**config.mk**
```make
export PLATFORM = sky130hd
export DESIGN_NAME = vrls_row_load_seq
export DESIGN_NICKNAME = d
export VERILOG_FILES = /design/src/vrls_pkg.sv /design/src/vrls_pixel_counter.sv /design/src/vrls_row_load_seq.sv
export SDC_FILE = /design/constraint.sdc
export NUM_CORES = 1
export LEC_CHECK = 0
export BUFFER_PORTS_ARGS = -buffer_cell sky130_fd_sc_hd__buf_2
export CAP_MARGIN = 20
export CORE_MARGIN = 2
export CORE_UTILIZATION = 55
export CTS_BUF_LIST = sky130_fd_sc_hd__clkbuf_8
export DETAILED_ROUTE_END_ITERATION = 16
export MAX_ROUTING_LAYER = met4
export PLACE_DENSITY = 0.95
export SLEW_MARGIN = 30
export SYNTH_ARGS = -nofsm -noshare
export SYNTH_HDL_FRONTEND = slang
export SYNTH_SLANG_ARGS = --single-unit
```
**constraint.sdc**
```tcl
create_clock -name core_clk -period 6.31 [get_ports core_clk]
set_input_delay 0.631 -clock core_clk [delete_from_list [all_inputs] [get_ports core_clk]]
set_output_delay 0.631 -clock core_clk [all_outputs]
set_load 0.01 [all_outputs]
```
**src/vrls_pkg.sv**
```systemverilog
// Shared constants for the video memory row load sequencer.
// Assumes a 32-bit classic Wishbone slave port with byte addresses.
package vrls_pkg;

  // ----------------------------------------------------------------
  // Bus geometry
  // ----------------------------------------------------------------
  localparam int ADR_W = 11;                     // Byte address width
  localparam int DAT_W = 32;                     // Data width
  localparam int SEL_W = 4;                      // Byte lane count
  localparam logic [ADR_W-1:0] OFS_TT_CYCLE = 11'h000; // Timing-table cycle
  localparam logic [ADR_W-1:0] OFS_STATUS   = 11'h004; // Status, read only
  localparam logic       WIN_ROWLOAD  = 1'b1;    // adr[10] set: row-load window
  localparam int         WIN_BIT      = 10;      // Window select bit
  localparam int         ROW_LSB      = 2;       // Row number starts at adr[2]

  // ----------------------------------------------------------------
  // Row and pixel geometry
  // ----------------------------------------------------------------
  localparam int ROW_W    = 8;                   // 256 rows
  localparam int LVL_W    = 8;                   // Exposure and luminance width
  localparam int CNT_W    = 8;                   // Pixel counter width
  localparam logic [CNT_W-1:0] CNT_LAST = 8'hff; // 256 shift clocks per block
  localparam int PIX_PER_SC = 2;                 // Two pixels per shift clock
  localparam logic [ROW_W-1:0] COL_ZERO = 8'h00; // Column for every transfer

  // ----------------------------------------------------------------
  // Midline load select codes
  // ----------------------------------------------------------------
  localparam logic [1:0] SEL_REFRESH = 2'b00;    // No load, refresh only
  localparam logic [1:0] SEL_MID1    = 2'b01;    // Row bit 0 set
  localparam logic [1:0] SEL_MID2    = 2'b10;    // Row bits 1:0 = 10
  localparam logic [1:0] SEL_MID3    = 2'b11;    // Row bits 1:0 = 11

  // ----------------------------------------------------------------
  // Status field positions
  // ----------------------------------------------------------------
  localparam int ST_ROW = 0;                     // Last DMA row
  localparam int ST_LVL = 8;                     // Exposure level
  localparam int ST_LUM = 16;                    // Luminance level
  localparam int ST_CNT = 24;                    // Pixel counter

  // Bus sequencer states
  typedef enum logic [2:0] {
    ST_IDLE  = 3'b000,
    ST_REG   = 3'b001,
    ST_TRG   = 3'b010,
    ST_RAS   = 3'b011,
    ST_MID   = 3'b100,
    ST_REF   = 3'b101
  } vrls_state_e;

endpackage : vrls_pkg

```
**src/vrls_pixel_counter.sv**
```systemverilog
// Pixel counter clocked by sampled shift clock edges.
// Assumes shift_edge is a one-cycle pulse per serial shift clock rise.
`timescale 1ns/10ps
`default_nettype none
module vrls_pixel_counter
  import vrls_pkg::*;
#(
  parameter int W = CNT_W
)(
  input  wire logic         core_clk,
  input  wire logic         rstn,
  input  wire logic         restart,
  input  wire logic         shift_edge,
  output logic [W-1:0]      count,
  output logic              expire
);
  import vrls_pkg::*;

  // ----------------------------------------------------------------
  // Counter
  // ----------------------------------------------------------------
  logic [W-1:0] count_reg;                // Shift clocks seen in this block
  logic [W-1:0] count_next;

  // Expiry is the last shift of the block: the register empties now
  assign expire     = shift_edge && (count_reg == CNT_LAST);
  // Restart wins so a fresh load always starts a full block
  assign count_next = restart    ? '0 :
                      shift_edge ? count_reg + 1'b1 : count_reg;
  assign count      = count_reg;

  // Count register, wraps naturally after the last shift
  always_ff @(posedge core_clk or negedge rstn)
  begin
    if (!rstn)
      count_reg <= '0;
    else
      count_reg <= count_next;
  end

endmodule : vrls_pixel_counter
`default_nettype wire

```
**src/vrls_row_load_seq.sv**
```systemverilog
// Video memory row load sequencer: row loads, midline loads, levels.
// Assumes a classic Wishbone master and a shift clock synchronous to core_clk.
//
// Behaviour
// DMA counts one transfer per scan line
// Row-load write pulses the row load strobe
// Row number comes from eight address lines
// Low data byte becomes exposure level
// High data byte becomes luminance level
// DMA does exactly one transfer per line
// Handler reloads DMA for next level
// Two pixels per shift clock, 512-pixel blocks
// First load runs before shift clock starts
// Next block loads as last pixel leaves
// Software aligns buffers so row bit zero
// Midline load waits for block end
// 256-count pixel counter ends midline cycle
// Three midline loads reach 2K-wide images
// Select 00 gives refresh, no load
// Select 01: upper seven bits, bit0 one
// Select 10: upper six bits, bits 10
// Select 11: upper six bits, bits 11
// Transfer strobe before row strobe, column zero
// Comparator high when pixel at least level
// Bus ready held until counter expires
`timescale 1ns/10ps
`default_nettype none
module vrls_row_load_seq
  import vrls_pkg::*;
#(
  parameter int NPIX = PIX_PER_SC
)(
  input  wire logic                    core_clk,
  input  wire logic                    rstn,
  input  wire logic                    wb_cyc_i,
  input  wire logic                    wb_stb_i,
  input  wire logic                    wb_we_i,
  input  wire logic [vrls_pkg::ADR_W-1:0] wb_adr_i,
  input  wire logic [vrls_pkg::SEL_W-1:0] wb_sel_i,
  input  wire logic [vrls_pkg::DAT_W-1:0] wb_dat_i,
  output logic [vrls_pkg::DAT_W-1:0]      wb_dat_o,
  output logic                         wb_ack_o,
  input  wire logic                    serial_shift_clock,
  input  wire logic [NPIX*vrls_pkg::LVL_W-1:0] pixel_bytes,
  output logic                         row_load_strobe,
  output logic                         vram_transfer_strobe,
  output logic                         cbr_refresh_strobe,
  output logic [vrls_pkg::ROW_W-1:0]      vram_row_addr,
  output logic [vrls_pkg::ROW_W-1:0]      vram_col_addr,
  output logic [vrls_pkg::LVL_W-1:0]      exposure_level,
  output logic [vrls_pkg::LVL_W-1:0]      luminance_level,
  output logic [NPIX-1:0]              video_bits
);
  import vrls_pkg::*;

  // ----------------------------------------------------------------
  // Helper functions
  // ----------------------------------------------------------------

  // Row for a midline load from the last DMA row and the select code
  function automatic logic [ROW_W-1:0] mid_row(
    input logic [ROW_W-1:0] base,
    input logic [1:0]       sel
  );
    logic [ROW_W-1:0] r;
    r = base;
    unique case (sel)
      SEL_MID1: r = {base[ROW_W-1:1], 1'b1};
      SEL_MID2: r = {base[ROW_W-1:2], 2'b10};
      SEL_MID3: r = {base[ROW_W-1:2], 2'b11};
      SEL_REFRESH: r = base;
    endcase
    return r;
  endfunction : mid_row

  // Comparator: pixel at or above the exposure level lights the beam
  function automatic logic at_level(
    input logic [LVL_W-1:0] pix,
    input logic [LVL_W-1:0] lvl
  );
    return pix >= lvl;
  endfunction : at_level

  // ----------------------------------------------------------------
  // Declarations
  // ----------------------------------------------------------------
  vrls_state_e      state_reg;          // Bus sequencer state
  vrls_state_e      state_next;
  logic [ROW_W-1:0] last_row_reg;       // Row of the latest DMA load
  logic [ROW_W-1:0] row_reg;            // Row presented to the memories
  logic [ROW_W-1:0] row_next;
  logic [LVL_W-1:0] level_reg;          // Comparator latch
  logic [LVL_W-1:0] lum_reg;            // Luminance latch
  logic [1:0]       sel_reg;            // Last timing-table select code
  logic [DAT_W-1:0] rdata_reg;          // Registered read data
  logic [NPIX-1:0]  video_reg;          // Comparator outputs
  logic             sc_prev_reg;        // Shift clock, one cycle late
  logic             shift_edge;         // Rising shift clock edge
  logic [CNT_W-1:0] pix_count;          // Pixel counter value
  logic             pix_expire;         // Block fully shifted out

  // ----------------------------------------------------------------
  // Address decode
  // ----------------------------------------------------------------
  wire req        = wb_cyc_i && wb_stb_i;
  wire idle       = (state_reg == ST_IDLE);
  wire take       = idle && req;
  wire in_window  = (wb_adr_i[WIN_BIT] == WIN_ROWLOAD);
  wire hit_tt     = !in_window && (wb_adr_i == OFS_TT_CYCLE);
  wire hit_status = !in_window && (wb_adr_i == OFS_STATUS);
  // A row-load write is the DMA channel's once-per-line transfer
  wire dma_req    = take && wb_we_i && in_window;
  // Row number rides on the eight address lines above the byte lanes
  wire [ROW_W-1:0] dma_row = wb_adr_i[ROW_LSB +: ROW_W];
  wire tt_req     = take && wb_we_i && hit_tt;
  wire [1:0] tt_sel = wb_dat_i[1:0];
  wire mid_req    = tt_req && (tt_sel != SEL_REFRESH);
  wire ref_req    = tt_req && (tt_sel == SEL_REFRESH);

  // ----------------------------------------------------------------
  // Shift clock edge
  // ----------------------------------------------------------------
  // The shift clock is sampled as a plain synchronous input
  assign shift_edge = serial_shift_clock && !sc_prev_reg;

  // Previous shift clock level
  always_ff @(posedge core_clk or negedge rstn)
  begin
    if (!rstn)
      sc_prev_reg <= 1'b0;
    else
      sc_prev_reg <= serial_shift_clock;
  end

  // Counter restarts on every DMA load; the first block of a line is
  // loaded while the shift clock is still, so counting starts fresh.
  vrls_pixel_counter #(
    .W          (CNT_W)
  ) u_pix_cnt (
    .core_clk   (core_clk),
    .rstn       (rstn),
    .restart    (dma_req),
    .shift_edge (shift_edge),
    .count      (pix_count),
    .expire     (pix_expire)
  );

  // ----------------------------------------------------------------
  // Sequencer next state
  // ----------------------------------------------------------------
  always_comb
  begin
    state_next = state_reg;
    unique case (state_reg)
      ST_IDLE:
      begin
        // DMA load ignores the shift clock entirely
        if (dma_req)
          state_next = ST_TRG;
        else if (mid_req)
          state_next = ST_MID;
        else if (ref_req)
          state_next = ST_REF;
        else if (take)
          state_next = ST_REG;
      end
      ST_TRG:
        state_next = ST_RAS;
      ST_RAS, ST_REG, ST_REF:
        state_next = ST_IDLE;
      ST_MID:
      begin
        // Held until the last pixel of the block leaves
        if (pix_expire)
          state_next = ST_IDLE;
      end
      default:
        state_next = ST_IDLE;
    endcase
  end

  // Row register: DMA row, or the row derived for a midline load
  assign row_next = dma_req ? dma_row :
                    mid_req ? mid_row(last_row_reg, tt_sel) :
                    row_reg;

  // ----------------------------------------------------------------
  // Strobes and acknowledge
  // ----------------------------------------------------------------
  // Transfer strobe leads the row strobe so the memories see a load,
  // not a read, and it stays up through the row strobe.
  assign vram_transfer_strobe = (state_reg == ST_TRG) ||
                                (state_reg == ST_RAS) ||
                                (state_reg == ST_MID);
  // Row strobe: end of a DMA load, or exactly at block expiry
  assign row_load_strobe = (state_reg == ST_RAS) ||
                           ((state_reg == ST_MID) && pix_expire);
  assign cbr_refresh_strobe = (state_reg == ST_REF);
  // Ready is withheld in the midline wait and released on expiry
  assign wb_ack_o = (state_reg == ST_RAS) ||
                    (state_reg == ST_REG) ||
                    (state_reg == ST_REF) ||
                    ((state_reg == ST_MID) && pix_expire);
  assign vram_col_addr = COL_ZERO;
  assign vram_row_addr = row_reg;
  assign exposure_level  = level_reg;
  assign luminance_level = lum_reg;
  assign video_bits      = video_reg;
  assign wb_dat_o        = rdata_reg;

  // ----------------------------------------------------------------
  // State and row registers
  // ----------------------------------------------------------------
  always_ff @(posedge core_clk or negedge rstn)
  begin
    if (!rstn)
    begin
      state_reg <= ST_IDLE;
      row_reg   <= '0;
    end
    else
    begin
      state_reg <= state_next;
      row_reg   <= row_next;
    end
  end

  // ----------------------------------------------------------------
  // Latches written by the row-load transfer
  // ----------------------------------------------------------------
  // Software keeps wide buffers 1K-aligned, so row bit 0 arrives clear
  // and the midline codes only ever set bits.
  always_ff @(posedge core_clk or negedge rstn)
  begin
    if (!rstn)
    begin
      last_row_reg <= '0;
      level_reg    <= '0;
      lum_reg      <= '0;
    end
    else if (dma_req)
    begin
      last_row_reg <= dma_row;
      if (wb_sel_i[0])
        level_reg <= wb_dat_i[ST_LVL-1:0];
      if (wb_sel_i[1])
        lum_reg   <= wb_dat_i[ST_LUM-1:ST_LVL];
    end
  end

  // Last timing-table select code, kept for reads of the timing-table offset
  always_ff @(posedge core_clk or negedge rstn)
  begin
    if (!rstn)
      sel_reg <= SEL_REFRESH;
    else if (tt_req && wb_sel_i[0])
      sel_reg <= tt_sel;
  end

  // ----------------------------------------------------------------
  // Read data
  // ----------------------------------------------------------------
  // Unmapped and write-only offsets read as zero
  always_ff @(posedge core_clk or negedge rstn)
  begin
    if (!rstn)
      rdata_reg <= '0;
    else if (take && !wb_we_i)
    begin
      if (hit_status)
        rdata_reg <= {pix_count, lum_reg, level_reg, last_row_reg};
      else if (hit_tt)
        rdata_reg <= {{(DAT_W-2){1'b0}}, sel_reg};
      else
        rdata_reg <= '0;
    end
  end

  // ----------------------------------------------------------------
  // Comparators
  // ----------------------------------------------------------------
  // One comparator per pixel shifted out in parallel
  always_ff @(posedge core_clk or negedge rstn)
  begin
    if (!rstn)
      video_reg <= '0;
    else
      for (int i = 0; i < NPIX; i++)
        video_reg[i] <= at_level(pixel_bytes[i*LVL_W +: LVL_W],
                                 level_reg);
  end
endmodule : vrls_row_load_seq
`default_nettype wire

```
== Word level (Yosys, flattened, before mapping) ==
Index checks and enable logic that the tools add are counted.

* Add/subtract/negate cells: 1
* Order comparisons: 2
* Eq/ne operators: 12
* Mux-type cells: 13
* Reduce and logical (&&, ||, !) cells: 32

{| class="wikitable"
|+ Operator list
! operator !! number
|-
| two-way mux 32 bit || 1
|-
| two-way mux 8 bit || 4
|-
| one-hot mux 8 bit (4 select lines) || 1
|-
| greater-or-equal comparator 8 bit || 2
|-
| two-way mux 3 bit || 5
|-
| logical AND 1 bit || 14
|-
| equality test 11 x 3 -> 1 bit, second input constant || 1
|-
| zero test 11 bit || 1
|-
| one-hot mux 3 bit (3 select lines) || 1
|-
| adder 8 x 1 -> 8 bit, second input constant || 1
|-
| equality test 8 bit, second input constant || 1
|-
| equality test 3 x 2 -> 1 bit, second input constant || 2
|-
| equality test 3 bit, second input constant || 2
|-
| logical OR 1 bit || 6
|-
| AND reduction 2 bit || 3
|-
| nonzero test 2 bit || 3
|-
| != test 5 x 1 -> 1 bit, second input constant || 1
|-
| equality test 2 bit, second input constant || 2
|-
| equality test 3 x 1 -> 1 bit, second input constant || 1
|-
| zero test 1 bit || 3
|-
| zero test 3 bit || 1
|-
| equality test 2 x 1 -> 1 bit, second input constant || 1
|-
| zero test 2 bit || 1
|-
| two-way mux 2 bit || 1
|-
| != test 2 bit, second input constant || 1
|}

* Flip-flop bits (word level): 80
* Bits of input ports: 69
* Output and inout port bits: 70

== Depth between registers and ports, before layout ==
* Depth after elaboration: 9
* Mapped depth: 8
* Gate-level depth less buffers: 6

== Cells and area by module ==
Synthesis repeated with hierarchy kept, for this count alone.

* Cell total of the unflattened synthesis: 303
* Area, all modules: 3749.8 sq um

{| class="wikitable"
|+ By module, submodules not included
! module !! times used !! cells an instance !! area an instance (sq um) !! seq. area each (sq um)
|-
| vrls_row_load_seq || 1 || 264 || 3347.0 || 1801.7
|-
| vrls_pixel_counter || 1 || 39 || 402.9 || 200.2
|}

== Worst setup path before layout ==
Ideal clock, no wire load.

* Path kind: input -> register
* From: input wb_adr_i[6] (netlist name)
* To: register row_reg[1] (netlist: vram_row_addr[1])
* Setup time: 0.125 ns
* Arrival time: 2.493 ns
* Required time: 6.185 ns
* Slack: 3.693 ns
* Cell stages on the path: 4
* Cell sequence: or4_4 > or4_4 > a211oi_4 > mux2_2

* Word-level cells in the longest chain between the ends: 5

{| class="wikitable"
|+ Ends and longest elaborated chain
! element !! line !! source
|-
| start, declared || vrls_row_load_seq.sv:38 || <nowiki>input wire logic [vrls_pkg::ADR_W-1:0] wb_adr_i,</nowiki>
|-
| zero test 11 bit || vrls_row_load_seq.sv:109 || <nowiki>wire hit_tt = !in_window && (wb_adr_i == OFS_TT_CYCLE);</nowiki>
|-
| logical AND 1 bit || vrls_row_load_seq.sv:109 ||
|-
| logical AND 1 bit || vrls_row_load_seq.sv:115 || <nowiki>wire tt_req = take && wb_we_i && hit_tt;</nowiki>
|-
| logical AND 1 bit || vrls_row_load_seq.sv:117 || <nowiki>wire mid_req = tt_req && (tt_sel != SEL_REFRESH);</nowiki>
|-
| nonzero test 2 bit (no line) || - ||
|-
| end signal, assigned || vrls_row_load_seq.sv:224 || <nowiki>row_reg <= row_next;</nowiki>
|-
| end, declared || vrls_row_load_seq.sv:90 || <nowiki>logic [ROW_W-1:0] row_reg;</nowiki>
|}

Every way passes these cells.
A chain may end at the register's enable or synchronous reset.

== Worst setup path in the final report ==
* From: input wb_cyc_i
* To: register rdata_reg[6] (netlist: wb_dat_o[6])

* Word-level cells in the longest chain between the ends: 3

{| class="wikitable"
|+ Ends and longest elaborated chain
! element !! line !! source
|-
| start, declared || vrls_row_load_seq.sv:35 || <nowiki>input wire logic wb_cyc_i,</nowiki>
|-
| logical AND 1 bit || vrls_row_load_seq.sv:105 || <nowiki>wire req = wb_cyc_i && wb_stb_i;</nowiki>
|-
| logical AND 1 bit || vrls_row_load_seq.sv:107 || <nowiki>wire take = idle && req;</nowiki>
|-
| logical AND 1 bit || vrls_row_load_seq.sv:268 || <nowiki>else if (take && !wb_we_i)</nowiki>
|-
| end signal, assigned || vrls_row_load_seq.sv:271 || <nowiki>rdata_reg <= {pix_count, lum_reg, level_reg, last_row_reg};</nowiki>
|-
| end signal, assigned || vrls_row_load_seq.sv:273 || <nowiki>rdata_reg <= {{(DAT_W-2){1'b0}}, sel_reg};</nowiki>
|-
| end, declared || vrls_row_load_seq.sv:95 || <nowiki>logic [DAT_W-1:0] rdata_reg;</nowiki>
|}

Every way passes these cells.

==> metrics <==
status finished clean; Synth Register Bits 80; first-pass GRT wire length 13.1 mm; cell family with most CP delay simple AND/OR/NAND/NOR gates; Hold WC Path Type primary input to async pin; initial antenna violation count 0; filler instances 463; max_slew headroom 0.478; CP arrival 3.18 ns; RD Place Congestion 0.855; clock skew 0.00745 ns; Via-to-Cell Ratio 5.57; top cells by area, synth dfrtp_1 55%, mux2_2 7.8%, a22o_1 7.2%; clk buf depth 2; TNS Setup 0 ns; Util after Layout 0.696; Syn Inst Count 293; Synth Area in Compound Gates 0.125; Vias 2708; commonest non-fill, non-tap cell in the layout buf_2; largest net degree at the start of global routing 81; Synth top area share 0.552; commonest non-fill, non-tap cells in the layout 111 x buf_2, 80 x dfrtp_1, 30 x a22o_1; initial drt markers 99; number of synthesized flops with an enable pin 0; final hold vios 0; Seq/Total Area, Yosys 0.552; RSZ-0062 raised after global routing false; Worst Path Class, Setup primary input to flip-flop; fin nets 490; period utilization 0.461; yosys synthesis warning count 0; Post-CTS Setup Bufs 0; Core ar. 6350 sq um; area delta synth->final 21.8%; PwrDens 336 nW/um^2; syn_area_per_cell 12.4 sq um; Max Cap Violations 0; slowest CP cell or4b_2; CP Launch Type primary input; Peak VDD IR 0.000238 V; Critical Path Max Stage Delay 1.04 ns; CTS Sinks 80; Reg clk slew, reported paths 0.08 ns; Tot Pwr 1.48 mW; DR pass1 iterations 5; Crit Path Max Fanout 34; Most used DFF post-synth dfrtp_1; Die Wd 85.2 microns; Achievable Freq 344 MHz; required time worst endpoint 6.59 ns; CP Buf/Inv Count 2; wire length per cell 16.4 microns; final WL 7.95 mm; Synth Area in Adders 0.0586; number of global-route vias before repair 2732; total track usage 0.239; max-slew violations 0; mux cell area share after synthesis 0.111; Hold Buf Count CTS 0; cell taking the most area after synthesis dfrtp_1; crit path cell chain buf_2 > nand2_1 > or4b_2 > nor3_2 > buf_4 > a22o_1; # rows 29; total grt overflow 0; post-layout min period 2.91 ns; # port buffers 112; Worst-Margin Slew 0.783 ns; dpl hpwl 5.84 mm; # diodes 0; H-tree Lvls 3; # IOs 139; final setup fails 0; fraction of registers with async set/reset 1.00; Die Area 7270 sq um; Clk Latency, worst-skew pair 0.34 ns; count of unique library cells instantiated by Yosys 44; fraction of synthesized cell area in xor and xnor cells 0.0145; Post-Syn Area 3630 sq um; number of remaining DRC errors 0; Leak 2.35 nW; Initial Utilization 0.572; Synth Area in Simple Gates 0.0865; layout cells sized above 1 0.408; CTS resizes 0; CTS Buf Count 9; Critical Path End Type flip-flop; Die H 85.2 microns; max reg flops 32; CTS Root Cell clkbuf_8; main combinational cell family by area after synthesis compound AO/OA/AOI/OAI gates; CTS tree built; Final ANT Viol Nets 0
==> Yosys cell counts (6+ instances only) <==
cell and n:
a21oi_1 8, a22o_1 30, buf_2 6, buf_4 8, dfrtp_1 80, ha_1 17, inv_1 15, mux2_2 25
mux2_4 6, nand2_1 18, nor2_1 12, o21ai_0 8
==> routing by layer <==
layer	global-route usage	vias to the layer above	part of all wire
li1	-	1261	-
met1	0.294	1343	0.41
met2	0.394	95	0.52
met3	0.0399	9	0.050
met4	0.0996	0	0.016
met5	-	-	0
==> power breakdown <==
part | internal, mW | total (mW) | switching (mW) | leakage [nW]
combinational | 0.192 | 0.384 | 0.192 | 1.18
clock | 0.220 | 0.400 | 0.180 | 0.112
sequential | 0.618 | 0.701 | 0.0831 | 1.05
total | 1.03 | 1.48 | 0.455 | 2.35
==> stage by stage <==
| stage | hold WS [ns] | cells | setup slack, ns | instance area (sq um) |
|---|---|---|---|---|
| final | 0.289 | 486 | 3.40 | 4420 |
| after global routing | 0.353 | 486 | 3.24 | 4420 |
| after CTS | 0.409 | 486 | 3.40 | 4420 |
| after detailed placement | 0.480 | 470 | 3.04 | 4200 |
| after global placement | 0.464 | 470 | 3.09 | 4200 |
| after floorplan | 0.335 | 300 | 3.69 | 3660 |
==> worst paths after layout <==
| path | startpoint | endpoint | slack [ns] | cells past startpoint |
|---|---|---|---|---|
| hold reg to reg | wb_dat_o[0] | wb_dat_o[0] | 0.49 | 2 |
| setup reg to reg | state_reg[0] | wb_dat_o[6] | 3.42 | 5 |
| setup / recovery | wb_cyc_i | wb_dat_o[6] | 3.40 | 6 |
| max in group asynchronous | rstn | wb_dat_o[16] | 5.52 | 1 |
| min in group core_clk | serial_shift_clock | sc_prev_reg | 0.43 | 1 |
| hold / removal | rstn | last_row_reg[6] | 0.29 | 1 |
==> worst register-to-register path, cell delays in order, from the launching register on <==
cell and delay, ns:
dfrtp_1 0.44, nor2_1 0.13, or4b_2 0.98, nor3_2 0.69, buf_4 0.38, a22o_1 0.20
==> logic make-up after synthesis <==
| logic type | Yosys count |
|---|---|
| and+or+nand+nor | 60 |
| buffers and inverters | 36 |
| AOI/OAI and AO/OA | 59 |
| xor gates and xnor gates | 6 |
| other | 1 |
| DFF | 80 |
| muxes | 34 |
| adders and majority gates | 17 |
==> final cells by class <==
| class | instances | area [sq um] | share of cell area |
|---|---|---|---|
| sequential | 80 | 2000 | 0.453 |
| clock buffer | 9 | 124 | 0.0280 |
| timing repair buffer | 114 | 582 | 0.132 |
| tap | 77 | 96.3 | 0.0218 |
| inverter | 15 | 56.3 | 0.0127 |
| multi-input combinational | 184 | 1470 | 0.333 |
| clock inverter | 7 | 88.8 | 0.0201 |
(Power assumes the default switching activity.)
